File: src/hw/laxu_cfg.svh
`ifndef LAXU_CFG_SVH
`define LAXU_CFG_SVH
// Pointer steps in bytes
`define LAXU_WORD_STEP 32'h0000_0004
`define LAXU_HALF_STEP 32'h0000_0002
// Offset field widths
`define LAXU_SHORT_WORD_W 6
`define LAXU_FRAME_W 7
`define LAXU_LONG_WORD_W 17
`define LAXU_SHORT_HALF_W 5
`define LAXU_LONG_HALF_W 16
// Pointer file slots for the stack and frame pointers
`define LAXU_STACK_SLOT 3'h6
`define LAXU_FRAME_SLOT 3'h7
// Reset values
`define LAXU_REG_RST 32'h0000_0000
`define LAXU_SEL_RST 3'h0
`endif

File: src/hw/laxu_pkg.sv
package laxu_pkg;
    typedef enum logic [3:0] {
        LAXU_F_IND = 4'b0000,
        LAXU_F_INC = 4'b0001,
        LAXU_F_DEC = 4'b0010,
        LAXU_F_SHORT = 4'b0011,
        LAXU_F_LONG_ADD = 4'b0100,
        LAXU_F_LONG_SUB = 4'b0101,
        LAXU_F_FRAME = 4'b0110,
        LAXU_F_PSTEP = 4'b0111,
        LAXU_F_IMOD = 4'b1000,
        LAXU_F_IIND = 4'b1001,
        LAXU_F_IINC = 4'b1010,
        LAXU_F_IDEC = 4'b1011
    } laxu_form_t;
    typedef enum logic [2:0] {
        LAXU_RC_PTR = 3'b000,
        LAXU_RC_IDX = 3'b001,
        LAXU_RC_MOD = 3'b010,
        LAXU_RC_LEN = 3'b011,
        LAXU_RC_BASE = 3'b100
    } laxu_rclass_t;
    typedef enum logic [1:0] {
        LAXU_ST_IDLE = 2'b00,
        LAXU_ST_WAIT = 2'b01
    } laxu_state_t;
endpackage : laxu_pkg

File: src/hw/laxu_agu_if.sv
`timescale 1ns/1ps
interface laxu_agu_if;
    import laxu_pkg::*;
    laxu_form_t form;
    logic is_word;
    logic same_reg;
    logic [16:0] offset;
    logic [31:0] ptr_val;
    logic [31:0] step_val;
    logic [31:0] idx_val;
    logic [31:0] mod_val;
    logic [31:0] len_val;
    logic [31:0] base_val;
    logic [31:0] addr;
    logic [31:0] new_ptr;
    logic ptr_wr;
    logic [31:0] new_idx;
    logic idx_wr;
    logic misaligned;
    modport gen (input form, is_word, same_reg, offset, ptr_val, step_val, idx_val,
        mod_val, len_val, base_val, output addr, new_ptr, ptr_wr, new_idx, idx_wr,
        misaligned);
    modport top (output form, is_word, same_reg, offset, ptr_val, step_val, idx_val,
        mod_val, len_val, base_val, input addr, new_ptr, ptr_wr, new_idx, idx_wr,
        misaligned);
endinterface : laxu_agu_if

File: src/hw/laxu_load_unit.sv
`timescale 1ns/1ps
`include "laxu_cfg.svh"
// Contract
// - Word post-inc/dec loads use the old pointer, then step it by 4.
// - Short word load adds an unsigned 6-bit offset; pointer unchanged.
// - Long word load adds or subtracts a 17-bit magnitude offset.
// - Frame-relative word load uses frame pointer minus a 7-bit constant.
// - Pointer operand is any of six pointers, stack or frame pointer.
// - Pointer-step form loads from base, then adds step to base.
// - Same register as base and step gives a plain load, no update.
// - Index-modify load uses index, then index gets index plus modify.
// - Zero-extending half load clears the upper destination half.
// - Sign-extending half load copies bit 15 through the upper half.
// - Half-word loads take only pointer registers as address source.
// - Odd half-word address raises a misaligned access exception.
// - Half post-inc/dec loads use the old pointer, then step it by 2.
// - Short half load adds an unsigned even 5-bit offset, pointer kept.
// - Long half load adds or subtracts a 16-bit magnitude offset.
// - Large-offset forms are 32-bit encodings, all others 16-bit.
// - Only 16-bit encodings may issue in parallel; 32-bit ones rejected.
// - Word address not a multiple of four raises misaligned exception.
// - Index updates wrap circularly while the length register is nonzero; no top wrap if modify is negative.
module laxu_load_unit
    import laxu_pkg::*;
(
    input wire logic clk,
    input wire logic rst_n,
    input wire logic issue_valid,
    input wire laxu_form_t issue_form,
    input wire logic issue_word,
    input wire logic issue_sext,
    input wire logic issue_long,
    input wire logic issue_parallel,
    input wire logic [2:0] issue_ptr,
    input wire logic [2:0] issue_step,
    input wire logic [1:0] issue_idx,
    input wire logic [1:0] issue_mod,
    input wire logic [16:0] issue_offset,
    input wire logic [2:0] issue_dst,
    output logic issue_ready,
    input wire logic rf_wr_en,
    input wire laxu_rclass_t rf_wr_class,
    input wire logic [2:0] rf_wr_sel,
    input wire logic [31:0] rf_wr_data,
    output logic mem_req,
    output logic [31:0] mem_addr,
    output logic mem_half,
    input wire logic mem_rvalid,
    input wire logic [31:0] mem_rdata,
    output logic dreg_we,
    output logic [2:0] dreg_sel,
    output logic [31:0] dreg_data,
    output logic misalign_exc,
    output logic illegal_exc
);
    laxu_state_t state;
    logic [31:0] ptr_file [0:7];
    logic [31:0] idx_file [0:3];
    logic [31:0] mod_file [0:3];
    logic [31:0] len_file [0:3];
    logic [31:0] base_file [0:3];

    // Load in flight
    logic lat_half;
    logic lat_sext;
    logic lat_hi;
    logic [2:0] lat_dst;
    logic [2:0] lat_ptr;
    logic [1:0] lat_idx;
    logic [31:0] lat_new_ptr;
    logic lat_ptr_wr;
    logic [31:0] lat_new_idx;
    logic lat_idx_wr;

    logic launch;
    logic finish;
    logic is_long_form;
    logic is_idx_form;
    logic bad_form;
    logic [2:0] ptr_slot;
    logic [31:0] ext_data;

    laxu_agu_if agu ();

    laxu_addr_gen u_addr_gen (
        .bus(agu.gen)
    );

    laxu_extend u_extend (
        .half(lat_half),
        .sext(lat_sext),
        .hi_sel(lat_hi),
        .word_in(mem_rdata),
        .data_out(ext_data)
    );

    // Frame-relative form ignores the pointer field and always reads frame_ptr
    assign ptr_slot = (issue_form == LAXU_F_FRAME) ? `LAXU_FRAME_SLOT : issue_ptr;

    assign agu.form = issue_form;
    assign agu.is_word = issue_word;
    assign agu.same_reg = (issue_ptr == issue_step);
    assign agu.offset = issue_offset;
    assign agu.ptr_val = ptr_file[ptr_slot];
    assign agu.step_val = ptr_file[issue_step];
    assign agu.idx_val = idx_file[issue_idx];
    assign agu.mod_val = mod_file[issue_mod];
    assign agu.len_val = len_file[issue_idx];
    assign agu.base_val = base_file[issue_idx];

    assign is_long_form = (issue_form == LAXU_F_LONG_ADD) || (issue_form == LAXU_F_LONG_SUB);
    assign is_idx_form = (issue_form == LAXU_F_IMOD) || (issue_form == LAXU_F_IIND)
        || (issue_form == LAXU_F_IINC) || (issue_form == LAXU_F_IDEC);

    // Encoding checks come before alignment: a malformed load never reaches memory
    always_comb begin
        bad_form = 1'b0;
        if (!issue_word && is_idx_form) begin
            bad_form = 1'b1;
        end
        if (!issue_word && issue_form == LAXU_F_FRAME) begin
            bad_form = 1'b1;
        end
        if (issue_long != is_long_form) begin
            bad_form = 1'b1;
        end
        if (issue_long && issue_parallel) begin
            bad_form = 1'b1;
        end
        if (issue_form > LAXU_F_IDEC) begin
            bad_form = 1'b1;
        end
    end

    // Mode is not an input at all, so user and supervisor code see one behaviour
    assign launch = (state == LAXU_ST_IDLE) && issue_valid && !bad_form
        && !agu.misaligned;
    assign finish = (state == LAXU_ST_WAIT) && mem_rvalid;

    always_ff @(posedge clk or negedge rst_n) begin
        if (!rst_n) begin
            state <= LAXU_ST_IDLE;
        end else begin
            case (state)
                LAXU_ST_IDLE: begin
                    if (launch) begin
                        state <= LAXU_ST_WAIT;
                    end
                end
                LAXU_ST_WAIT: begin
                    if (mem_rvalid) begin
                        state <= LAXU_ST_IDLE;
                    end
                end
                default: begin
                    state <= LAXU_ST_IDLE;
                end
            endcase
        end
    end

    always_ff @(posedge clk or negedge rst_n) begin
        if (!rst_n) begin
            issue_ready <= 1'b1;
        end else if (launch) begin
            issue_ready <= 1'b0;
        end else if (finish) begin
            issue_ready <= 1'b1;
        end
    end

    // Memory request is a one-cycle strobe with the address held until the data returns
    always_ff @(posedge clk or negedge rst_n) begin
        if (!rst_n) begin
            mem_req <= 1'b0;
            mem_addr <= `LAXU_REG_RST;
            mem_half <= 1'b0;
        end else begin
            mem_req <= launch;
            if (launch) begin
                mem_addr <= agu.addr;
                mem_half <= !issue_word;
            end
        end
    end

    always_ff @(posedge clk or negedge rst_n) begin
        if (!rst_n) begin
            lat_half <= 1'b0;
            lat_sext <= 1'b0;
            lat_hi <= 1'b0;
            lat_dst <= `LAXU_SEL_RST;
            lat_ptr <= `LAXU_SEL_RST;
            lat_idx <= 2'b00;
            lat_new_ptr <= `LAXU_REG_RST;
            lat_ptr_wr <= 1'b0;
            lat_new_idx <= `LAXU_REG_RST;
            lat_idx_wr <= 1'b0;
        end else if (launch) begin
            lat_half <= !issue_word;
            lat_sext <= issue_sext;
            lat_hi <= agu.addr[1];
            lat_dst <= issue_dst;
            lat_ptr <= ptr_slot;
            lat_idx <= issue_idx;
            lat_new_ptr <= agu.new_ptr;
            lat_ptr_wr <= agu.ptr_wr;
            lat_new_idx <= agu.new_idx;
            lat_idx_wr <= agu.idx_wr;
        end
    end

    // Pointer writes from the core are taken only while idle; one in a load's launch cycle is lost if that load updates the same pointer
    always_ff @(posedge clk or negedge rst_n) begin
        if (!rst_n) begin
            for (int i = 0; i < 8; i++) begin
                ptr_file[i] <= `LAXU_REG_RST;
            end
        end else if (finish && lat_ptr_wr) begin
            ptr_file[lat_ptr] <= lat_new_ptr;
        end else if (rf_wr_en && issue_ready && rf_wr_class == LAXU_RC_PTR) begin
            ptr_file[rf_wr_sel] <= rf_wr_data;
        end
    end

    always_ff @(posedge clk or negedge rst_n) begin
        if (!rst_n) begin
            for (int i = 0; i < 4; i++) begin
                idx_file[i] <= `LAXU_REG_RST;
            end
        end else if (finish && lat_idx_wr) begin
            idx_file[lat_idx] <= lat_new_idx;
        end else if (rf_wr_en && issue_ready && rf_wr_class == LAXU_RC_IDX) begin
            idx_file[rf_wr_sel[1:0]] <= rf_wr_data;
        end
    end

    // Modify, length and base change only by explicit write; a load never touches them
    always_ff @(posedge clk or negedge rst_n) begin
        if (!rst_n) begin
            for (int i = 0; i < 4; i++) begin
                mod_file[i] <= `LAXU_REG_RST;
                len_file[i] <= `LAXU_REG_RST;
                base_file[i] <= `LAXU_REG_RST;
            end
        end else if (rf_wr_en && issue_ready) begin
            case (rf_wr_class)
                LAXU_RC_MOD: begin
                    mod_file[rf_wr_sel[1:0]] <= rf_wr_data;
                end
                LAXU_RC_LEN: begin
                    len_file[rf_wr_sel[1:0]] <= rf_wr_data;
                end
                LAXU_RC_BASE: begin
                    base_file[rf_wr_sel[1:0]] <= rf_wr_data;
                end
                default: begin
                    len_file[0] <= len_file[0];
                end
            endcase
        end
    end

    always_ff @(posedge clk or negedge rst_n) begin
        if (!rst_n) begin
            dreg_we <= 1'b0;
            dreg_sel <= `LAXU_SEL_RST;
            dreg_data <= `LAXU_REG_RST;
        end else begin
            dreg_we <= finish;
            if (finish) begin
                dreg_sel <= lat_dst;
                dreg_data <= ext_data;
            end
        end
    end

    // Exceptions are one-cycle pulses; the offending load is dropped whole
    always_ff @(posedge clk or negedge rst_n) begin
        if (!rst_n) begin
            misalign_exc <= 1'b0;
            illegal_exc <= 1'b0;
        end else begin
            illegal_exc <= (state == LAXU_ST_IDLE) && issue_valid && bad_form;
            misalign_exc <= (state == LAXU_ST_IDLE) && issue_valid && !bad_form
                && agu.misaligned;
        end
    end
endmodule : laxu_load_unit

File: src/hw/laxu_addr_gen.sv
`timescale 1ns/1ps
`include "laxu_cfg.svh"
module laxu_addr_gen
    import laxu_pkg::*;
(
    laxu_agu_if.gen bus
);
    logic [31:0] step;
    logic [31:0] sum;
    logic [31:0] lim;

    always_comb begin
        step = bus.is_word ? `LAXU_WORD_STEP : `LAXU_HALF_STEP;
        bus.addr = bus.ptr_val;
        bus.new_ptr = bus.ptr_val;
        bus.ptr_wr = 1'b0;
        bus.new_idx = bus.idx_val;
        bus.idx_wr = 1'b0;
        sum = bus.idx_val;
        lim = bus.base_val + bus.len_val;
        case (bus.form)
            LAXU_F_INC: begin
                bus.new_ptr = bus.ptr_val + step;
                bus.ptr_wr = 1'b1;
            end
            LAXU_F_DEC: begin
                bus.new_ptr = bus.ptr_val - step;
                bus.ptr_wr = 1'b1;
            end
            LAXU_F_SHORT: begin
                if (bus.is_word) begin
                    bus.addr = bus.ptr_val + {{(32-`LAXU_SHORT_WORD_W){1'b0}},
                        bus.offset[`LAXU_SHORT_WORD_W-1:0]};
                end else begin
                    bus.addr = bus.ptr_val + {{(32-`LAXU_SHORT_HALF_W){1'b0}},
                        bus.offset[`LAXU_SHORT_HALF_W-1:0]};
                end
            end
            LAXU_F_LONG_ADD, LAXU_F_LONG_SUB: begin
                if (bus.is_word) begin
                    sum = {{(32-`LAXU_LONG_WORD_W){1'b0}},
                        bus.offset[`LAXU_LONG_WORD_W-1:0]};
                end else begin
                    sum = {{(32-`LAXU_LONG_HALF_W){1'b0}},
                        bus.offset[`LAXU_LONG_HALF_W-1:0]};
                end
                bus.addr = (bus.form == LAXU_F_LONG_SUB) ? bus.ptr_val - sum
                    : bus.ptr_val + sum;
            end
            LAXU_F_FRAME: begin
                bus.addr = bus.ptr_val - {{(32-`LAXU_FRAME_W){1'b0}},
                    bus.offset[`LAXU_FRAME_W-1:0]};
            end
            LAXU_F_PSTEP: begin
                bus.new_ptr = bus.ptr_val + bus.step_val;
                bus.ptr_wr = !bus.same_reg;
            end
            LAXU_F_IMOD, LAXU_F_IINC, LAXU_F_IDEC: begin
                bus.addr = bus.idx_val;
                if (bus.form == LAXU_F_IMOD) begin
                    sum = bus.idx_val + bus.mod_val;
                end else if (bus.form == LAXU_F_IINC) begin
                    sum = bus.idx_val + step;
                end else begin
                    sum = bus.idx_val - step;
                end
                bus.new_idx = sum;
                // Wrap only while the length is nonzero; zero length gives linear steps
                if (bus.len_val != `LAXU_REG_RST) begin
                    if (!sum[31] && bus.form != LAXU_F_IDEC && !bus.mod_val[31]
                        && sum >= lim) begin
                        bus.new_idx = sum - bus.len_val;
                    end else if (sum < bus.base_val) begin
                        bus.new_idx = sum + bus.len_val;
                    end
                end
                bus.idx_wr = 1'b1;
            end
            LAXU_F_IIND: begin
                bus.addr = bus.idx_val;
            end
            default: begin
                bus.addr = bus.ptr_val;
            end
        endcase
        bus.misaligned = bus.is_word ? (bus.addr[1:0] != 2'b00) : bus.addr[0];
    end
endmodule : laxu_addr_gen

File: src/hw/laxu_extend.sv
`timescale 1ns/1ps
module laxu_extend (
    input wire logic half,
    input wire logic sext,
    input wire logic hi_sel,
    input wire logic [31:0] word_in,
    output logic [31:0] data_out
);
    logic [15:0] hw;

    always_comb begin
        hw = hi_sel ? word_in[31:16] : word_in[15:0];
        if (!half) begin
            data_out = word_in;
        end else if (sext) begin
            data_out = {{16{hw[15]}}, hw};
        end else begin
            data_out = {16'h0000, hw};
        end
    end
endmodule : laxu_extend

File: config.mk
export PLATFORM = sky130hd
export DESIGN_NAME = laxu_load_unit
export DESIGN_NICKNAME = d
export VERILOG_FILES = /design/src/hw/laxu_pkg.sv /design/src/hw/laxu_agu_if.sv /design/src/hw/laxu_load_unit.sv /design/src/hw/laxu_addr_gen.sv /design/src/hw/laxu_extend.sv
export VERILOG_INCLUDE_DIRS = /design/src /design/src/hw
export SDC_FILE = /design/constraint.sdc
export NUM_CORES = 2
export LEC_CHECK = 0
export ABC_AREA = 1
export BUFFER_PORTS_ARGS = -buffer_cell sky130_fd_sc_hd__buf_2
export CAP_MARGIN = 20
export CORE_AREA = 2 2 355 357
export CTS_BUF_LIST = sky130_fd_sc_hd__clkbuf_8 sky130_fd_sc_hd__clkbuf_16
export DETAILED_ROUTE_END_ITERATION = 7
export DIE_AREA = 0 0 357 359
export GPL_TIMING_DRIVEN = 0
export MAX_ROUTING_LAYER = met4
export PLACE_DENSITY_LB_ADDON = 0.2
export SLEW_MARGIN = 20
export SYNTH_ARGS = -nofsm -noshare
export SYNTH_HDL_FRONTEND = slang
export SYNTH_HIERARCHICAL = 1
export SYNTH_SLANG_ARGS = --single-unit
File: constraint.sdc
create_clock -name clk -period 4.8 [get_ports clk]
set_input_delay 0.24 -clock clk [delete_from_list [all_inputs] [get_ports clk]]
set_output_delay 0.24 -clock clk [all_outputs]
set_load 0.02 [all_outputs]
* Yosys cells after proc, flatten, opt, wreduce, memory -nomap -nowiden
Index checks and enable logic that the tools add are counted.
** Word-level totals
- Register bits :: 919
- Latch bits :: 0
- Bits in writable memories :: 0
- Memory bits (read-only) :: 0
- Bits of input ports :: 113
- Output and inout bits :: 73
- Logic and storage cells :: 215
- Memories kept :: 0
** Operators by class
- $add $sub $neg :: 14
- Multipliers :: 0
- Divide/modulo/power cells :: 0
- $lt $le $gt $ge :: 15
- Equal/unequal tests :: 21
- Shifts and indexed selects :: 0
- Multiplexer cells :: 68
- Bitwise logic cells :: 8
- Reductions and logical operators :: 46
** Operator list (count)
- 32-bit two-way mux :: 28
- 128-bit bitwise mux :: 5
- 256-bit bitwise mux :: 2
- 256-bit two-way mux :: 2
- 32-bit binary-select mux with 2-bit select :: 4
- 128-bit two-way mux :: 2
- 32-bit adder :: 7
- 32-bit binary-select mux with 3-bit select :: 2
- 32-bit demux with 3-bit select :: 2
- 32-bit demux with 2-bit select :: 2
- 32-bit case mux with 4 select lines :: 1
- 32-bit subtractor :: 4
- 32-bit case mux with 3 select lines :: 1
- 32-bit by 5-bit adder with 32-bit output :: 1
- 32-bit by 6-bit adder with 32-bit output :: 1
- 32-bit >= comparator :: 1
- 32-bit less-than comparator :: 1
- 32-bit nonzero test :: 1
- 32-bit by 7-bit subtractor with 32-bit output :: 1
- 1-bit logical AND :: 21
- 17-bit two-way mux :: 1
- 4-bit by 3-bit == test with 1-bit output, second input constant :: 4
- 4-bit == test, second input constant :: 4
- 4-bit >= comparator, second input constant :: 4
- other kinds (31) :: 70

* Logic depth before layout (Yosys ltp)
- Depth after elaboration :: 15
- Depth in mapped cells :: 42
- Mapped depth without buffers :: 41

* By module
The synthesis kept the hierarchy.
** Modules (own cells, without submodules)
- laxu_load_unit :: instances 1, cells an instance 6165, area each 46746.1 µm²
- laxu_addr_gen :: instances 1, cells an instance 2663, area each 14734.1 µm²
- laxu_extend :: instances 1, cells an instance 94, area each 417.9 µm²

* Least setup slack after synthesis
No wires, ideal clock.
- Path kind :: in2reg
- Start :: in issue_idx[0]
- End :: reg lat_new_idx[11]
- Setup time :: 118 ps
- Arrival time :: 5398 ps
- Path slack :: -716 ps
- Cell stages on the path :: 34
- Buffers on the path :: 4
- Path through :: buf_2 clkinv_1 clkbuf_1 clkbuf_1 o21ai_0 o21ai_0 ha_1 inv_1 fa_1 o21ai_1 a21boi_0 o21ai_1 a21oi_1 nand3b_1 nand2_1 nand3b_1 nand2_1 xor2_1 ha_1 nand2_1 inv_1 nand3_1 inv_1 a21oi_1 nand3_4 nand2_4 inv_4 buf_6 nand2_1 nand3b_1 nand2_1 nand2_1 nand4_1 nand2_1
** On the way
- Cells in the longest elaborated chain, start to end :: 15
- Elaborated cells on any way between the ends :: 35
** RTL lines
- start: declaration :: line laxu_load_unit.sv:36 : input wire logic [1:0] issue_idx,
- 2-bit inverter with 3-bit output (not written as such) (*) :: line laxu_load_unit.sv:106 : assign agu.idx_val = idx_file[issue_idx];
- 32-bit binary-select mux with 2-bit select (*) :: line laxu_load_unit.sv:106
- 32-bit two-way mux (not written as such) (*) (2 in series) :: line laxu_load_unit.sv:106
- named net agu.idx_val[0] :: line laxu_agu_if.sv:10 : logic [31:0] idx_val;
- 32-bit subtractor / 32-bit adder (equally long branches) :: line laxu_addr_gen.sv:65, laxu_addr_gen.sv:63
- 32-bit two-way mux :: line laxu_addr_gen.sv:62 : end else if (bus.form == LAXU_F_IINC) begin
- 32-bit two-way mux (*) :: line laxu_addr_gen.sv:60 : if (bus.form == LAXU_F_IMOD) begin
- 32-bit two-way mux (*) :: line laxu_addr_gen.sv:21 : case (bus.form)
- branches (longest 5 deep; another with 32-bit adder)
- 32-bit two-way mux (*) :: line laxu_addr_gen.sv:69 : if (bus.len_val != `LAXU_REG_RST) begin
- 32-bit two-way mux (*) :: line laxu_addr_gen.sv:21
- named net agu.new_idx[11] :: line laxu_agu_if.sv:17 : logic [31:0] new_idx;
- end signal: assignment :: line laxu_load_unit.sv:197 : lat_new_idx <= `LAXU_REG_RST;
- end signal: assignment :: line laxu_load_unit.sv:208 : lat_new_idx <= agu.new_idx;
- end: declaration :: line laxu_load_unit.sv:72 : logic [31:0] lat_new_idx;
Mark *: on every way through the listed nets, which the timed path passes. The select of a mux whose other input is x is not followed.
A chain may end at the register's enable or synchronous reset.

* Worst setup path in the final report
- Start :: in issue_idx[0]
- End :: reg lat_new_idx[1]
** On the way
- Cells in the longest elaborated chain, start to end :: 15
- Elaborated cells on any way between the ends :: 35
** RTL lines
- 2-bit inverter with 3-bit output (not written as such) (*) :: line laxu_load_unit.sv:106
- 32-bit binary-select mux with 2-bit select (*) :: line laxu_load_unit.sv:106
- 32-bit two-way mux (not written as such) (*) (2 in series) :: line laxu_load_unit.sv:106
- named net agu.idx_val[30] :: line laxu_agu_if.sv:10
- 32-bit subtractor / 32-bit adder (equally long branches) :: line laxu_addr_gen.sv:65, laxu_addr_gen.sv:63
- 32-bit two-way mux :: line laxu_addr_gen.sv:62
- 32-bit two-way mux (*) :: line laxu_addr_gen.sv:60
- 32-bit two-way mux (*) :: line laxu_addr_gen.sv:21
- branches (longest 4 deep; another with 32-bit less-than comparator)
- 32-bit two-way mux (*) :: line laxu_addr_gen.sv:70 : if (!sum[31] && bus.form != LAXU_F_IDEC && !bus.mod_val[31]
- 32-bit two-way mux (*) :: line laxu_addr_gen.sv:69
- 32-bit two-way mux (*) :: line laxu_addr_gen.sv:21
- named net agu.new_idx[1] :: line laxu_agu_if.sv:17
Marked as above.

==> impl_results.md <==
- Worst EP required: 5500 ps
- Proportion of register bits with asynchronous set or reset after synthesis: 100.0%
- Number of flip-flops and latches in the synthesized netlist: 917
- TritonCTS clock tree: done
- Standard cell with the maximum stage delay on the critical path: o21ai_0
- Pwr Total: 0.03541 W
- Leakage power of the design: 35.91 nW
- Signed area change from the synthesized netlist to the final layout: 18.98%
- Slew Viols, Final: 0
- Class of the tightest hold or removal check: in2async
- Largest net degree at the start of global routing: 144
- Number of global-route vias before repair: 65875
- Global-route wire length before repair: 439300 µm
- Power per cell area: 480.8 nW/µm²
- Most used cell, CP: nand3_4
- Setup slack of the critical path after layout: -790.8 ps
- Area of the core region: 124600 µm²
- Setup violators final: 33
- Area of the die: 128200 µm²
- Sort of element at the start of the critical path: primary input
- DR vias: 69828
- Endpoint type of the worst setup path: flip-flop
- Clock period minus worst slack: 5591 ps
- Critical path data arrival time: 6290 ps
- Detailed-routing iteration count for the pre-antenna-repair pass: 6
- Fraction of the cycle the final worst path needs: 116.5%
- Synth Warn #: 6
- Max frequency: 178.9 MHz
- Clock-pin slew on the worst setup and hold paths: 60 ps
- Actual slew at the worst max-slew pin: 1219 ps
- Count of cell types in the netlist: 65
- CP Max Fanout: 10
- Number of nets in the synthesized netlist: 9292
- Antenna violations before repair: 12
- Clock tree root driver cell: clkbuf_16
- Violated checks: setup timing
- Slowest Stage Delay on Critical Path: 950 ps
- Overall routing resource usage: 47.72%
- Run status: finished, violations left
- Finished Cell Area: 73650 µm²
- Number of flops mapped to enable cells by yosys: 0
- Inserted Clock Buffers: 102
- Sink Count: 917
- Maximum buffer depth of the clock tree: 3
- Post-layout net count: 9770
- Cell area after placement: 65330 µm²
- Number of instances in the synthesized netlist: 8922
- H-tree depth reported by CTS: 3
- Worst slew slack as a fraction of its limit: 17.89%
- Number of standard-cell rows in the floorplan: 130
- Most common cell after layout, fill and taps aside: nand2_1
- Worst skew pair latency: 800 ps
- Worst setup skew after layout: 96.95 ps
- Layout cells sized above 1: 12.94%
- Grt total ovfl: 0
- Hpwl dp: 237000 µm
- Initial core utilization: 49.68%
- Leading register cell type out of synthesis: dfrtp_1
- Maximum vdd ir drop: 0.4307 mV
- Count of buffers inserted at the top-level ports: 182
- Hold violation total from the final report: 0
- Vias per std cell: 6.267
- Drt total wl: 304500 µm
- DRC marker count from the first detailed-route iteration: 9714
- RSZ-0062 raised after global routing: yes
- Type of the worst setup path: in2reg
- Die H: 359 µm
- Gp weighted congestion: 1.159
- Highest-count cells in the layout ignoring fill and taps: nand2_1 (2467), o21ai_0 (932), dfrtp_1 (916), inv_1 (725), nand3_1 (570)
- Number of nets with antenna violations after detailed routing: 0
- DR WL/cell: 27.33 µm
- Detailed-route DRC error count: 0
- Number of top-level pins: 186
- Dpl ws: -3587 ps
- Total of max-cap violations: 0
- Hold_ws: 27.10 ps
- Sequential-to-total area share from yosys stat: 37.07%
- Horiz. Die Dim: 357 µm
- Post-synthesis area per instance: 6.938 µm²
- Mapped Area: 61900 µm²
## metal layers
layer	track usage (%)	vias up	share of wire [%]
met3	10.23	1241	10
met4	36.46	0	9.9
met1	55.46	33077	36
li1	-	30812	-
met5	-	-	0
met2	72.00	4698	44
## final cells by class
type	count	area, µm²
Clock buffer	126	2883
Tap cell	1650	2064
Buffer	587	2653
Multi-Input combinational cell	6653	36520
Inverter	756	2905
Clock inverter	57	711.9
Fill cell	11870	50950
Antenna cell	14	35.03
Sequential cell	917	22950
Timing Repair Buffer	383	2928
## sequential cells by signal, indices dropped and copies added (netlist names), 2 cells and up
signal	count
mem_addr	32
idx_file	128
lat_dst	3
dreg_sel	3
mod_file	128
ptr_file	256
lat_ptr	3
lat_idx	2
len_file	128
dreg_data	32
lat_new_ptr	32
base_file	128
lat_new_idx	32
## worst paths after layout
check	startpoint	endpoint	slack, ps	depth (start not counted)
min in group clk	rf_wr_data[2]	base_file[2]$_DFFE_PN0P_	40	3
max	issue_idx[0]	lat_new_idx[1]$_DFFE_PN0P_	-790	29
max in group asynchronous	rst_n	dreg_data[10]$_DFFE_PN0P_	2620	5
max reg2reg	mod_file[67]$_DFFE_PN0P_	lat_new_idx[1]$_DFFE_PN0P_	-740	37
min reg2reg	idx_file[25]$_DFFE_PN0P_	idx_file[25]$_DFFE_PN0P_	460	2
min	rst_n	ptr_file[197]$_DFFE_PN0P_	30	2
## power breakdown
group | switching [W] | internal, W
Clock | 0.00365 | 0.00481
Combinational | 0.0108 | 0.00544
Sequential | 0.00119 | 0.00950
Total | 0.0157 | 0.0198
## worst max-delay path: cells and delay by family
kind | cells | cell delay [ps]
compound gates | 5 | 1630
fa+ha+maj | 2 | 840
buf+inv | 7 | 1480
simple gates | 15 | 2050
## through the flow
| stage | instances | util, % | setup TNS (ps) |
|---|---|---|---|
| finish | 11143 | 59.11 | -21250 |
| detailed placement | 10764 | 52.43 | -235200 |
| global route | 11140 | 59.10 | -25910 |
| global placement | 10754 | 52.18 | - |
| floorplan | 8922 | - | 0 |
| CTS | 11089 | 58.09 | -17830 |
## synth_stat cells, types with 18 or more instances
master	n	area share [%]
a21oi_1	475	3.8
a22oi_1	24	0.29
buf_1	44	0.27
buf_2	98	0.79
clkbuf_1	436	2.6
dfrtp_1	916	37
ha_1	251	5.1
inv_1	733	4.4
nand2_1	2546	15
nand3_1	585	4.7
nand3b_1	80	0.97
nand4_1	134	1.4
nor2_1	526	3.2
nor3_1	38	0.31
nor4_1	18	0.18
o21a_1	47	0.57
o21ai_0	1049	8.5
o21ai_1	107	0.87
o21bai_1	22	0.27
o22ai_1	461	4.7
xnor2_1	49	0.69
xor2_1	102	1.4
## cell families (layout without fill, tap and decap cells)
family | Yosys count | in the layout | share of synthesized area (%)
fa+ha+maj | 257 | 257 | 5.268
xor+xnor | 151 | 151 | 2.137
other cells | 0 | 14 | 0
compound gates | 2267 | 2267 | 20.02
flops | 917 | 917 | 37.07
simple gates | 3978 | 3978 | 26.93
buf+inv | 1352 | 1909 | 8.573
## repair_timing
| action | 4_1_cts | 5_1_grt |
|---|---|---|
| hold endpoints to repair | 190 | 0 |
| pin swaps | 150 | 113 |
| buffers inserted | 77 | 42 |
| hold buffers | 71 | 0 |
| endpoints found under the setup margin | 112 | 77 |
| resized for setup | 535 | 277 |
| cloned | 0 | 1 |
Power figures use the tool's default switching activity.
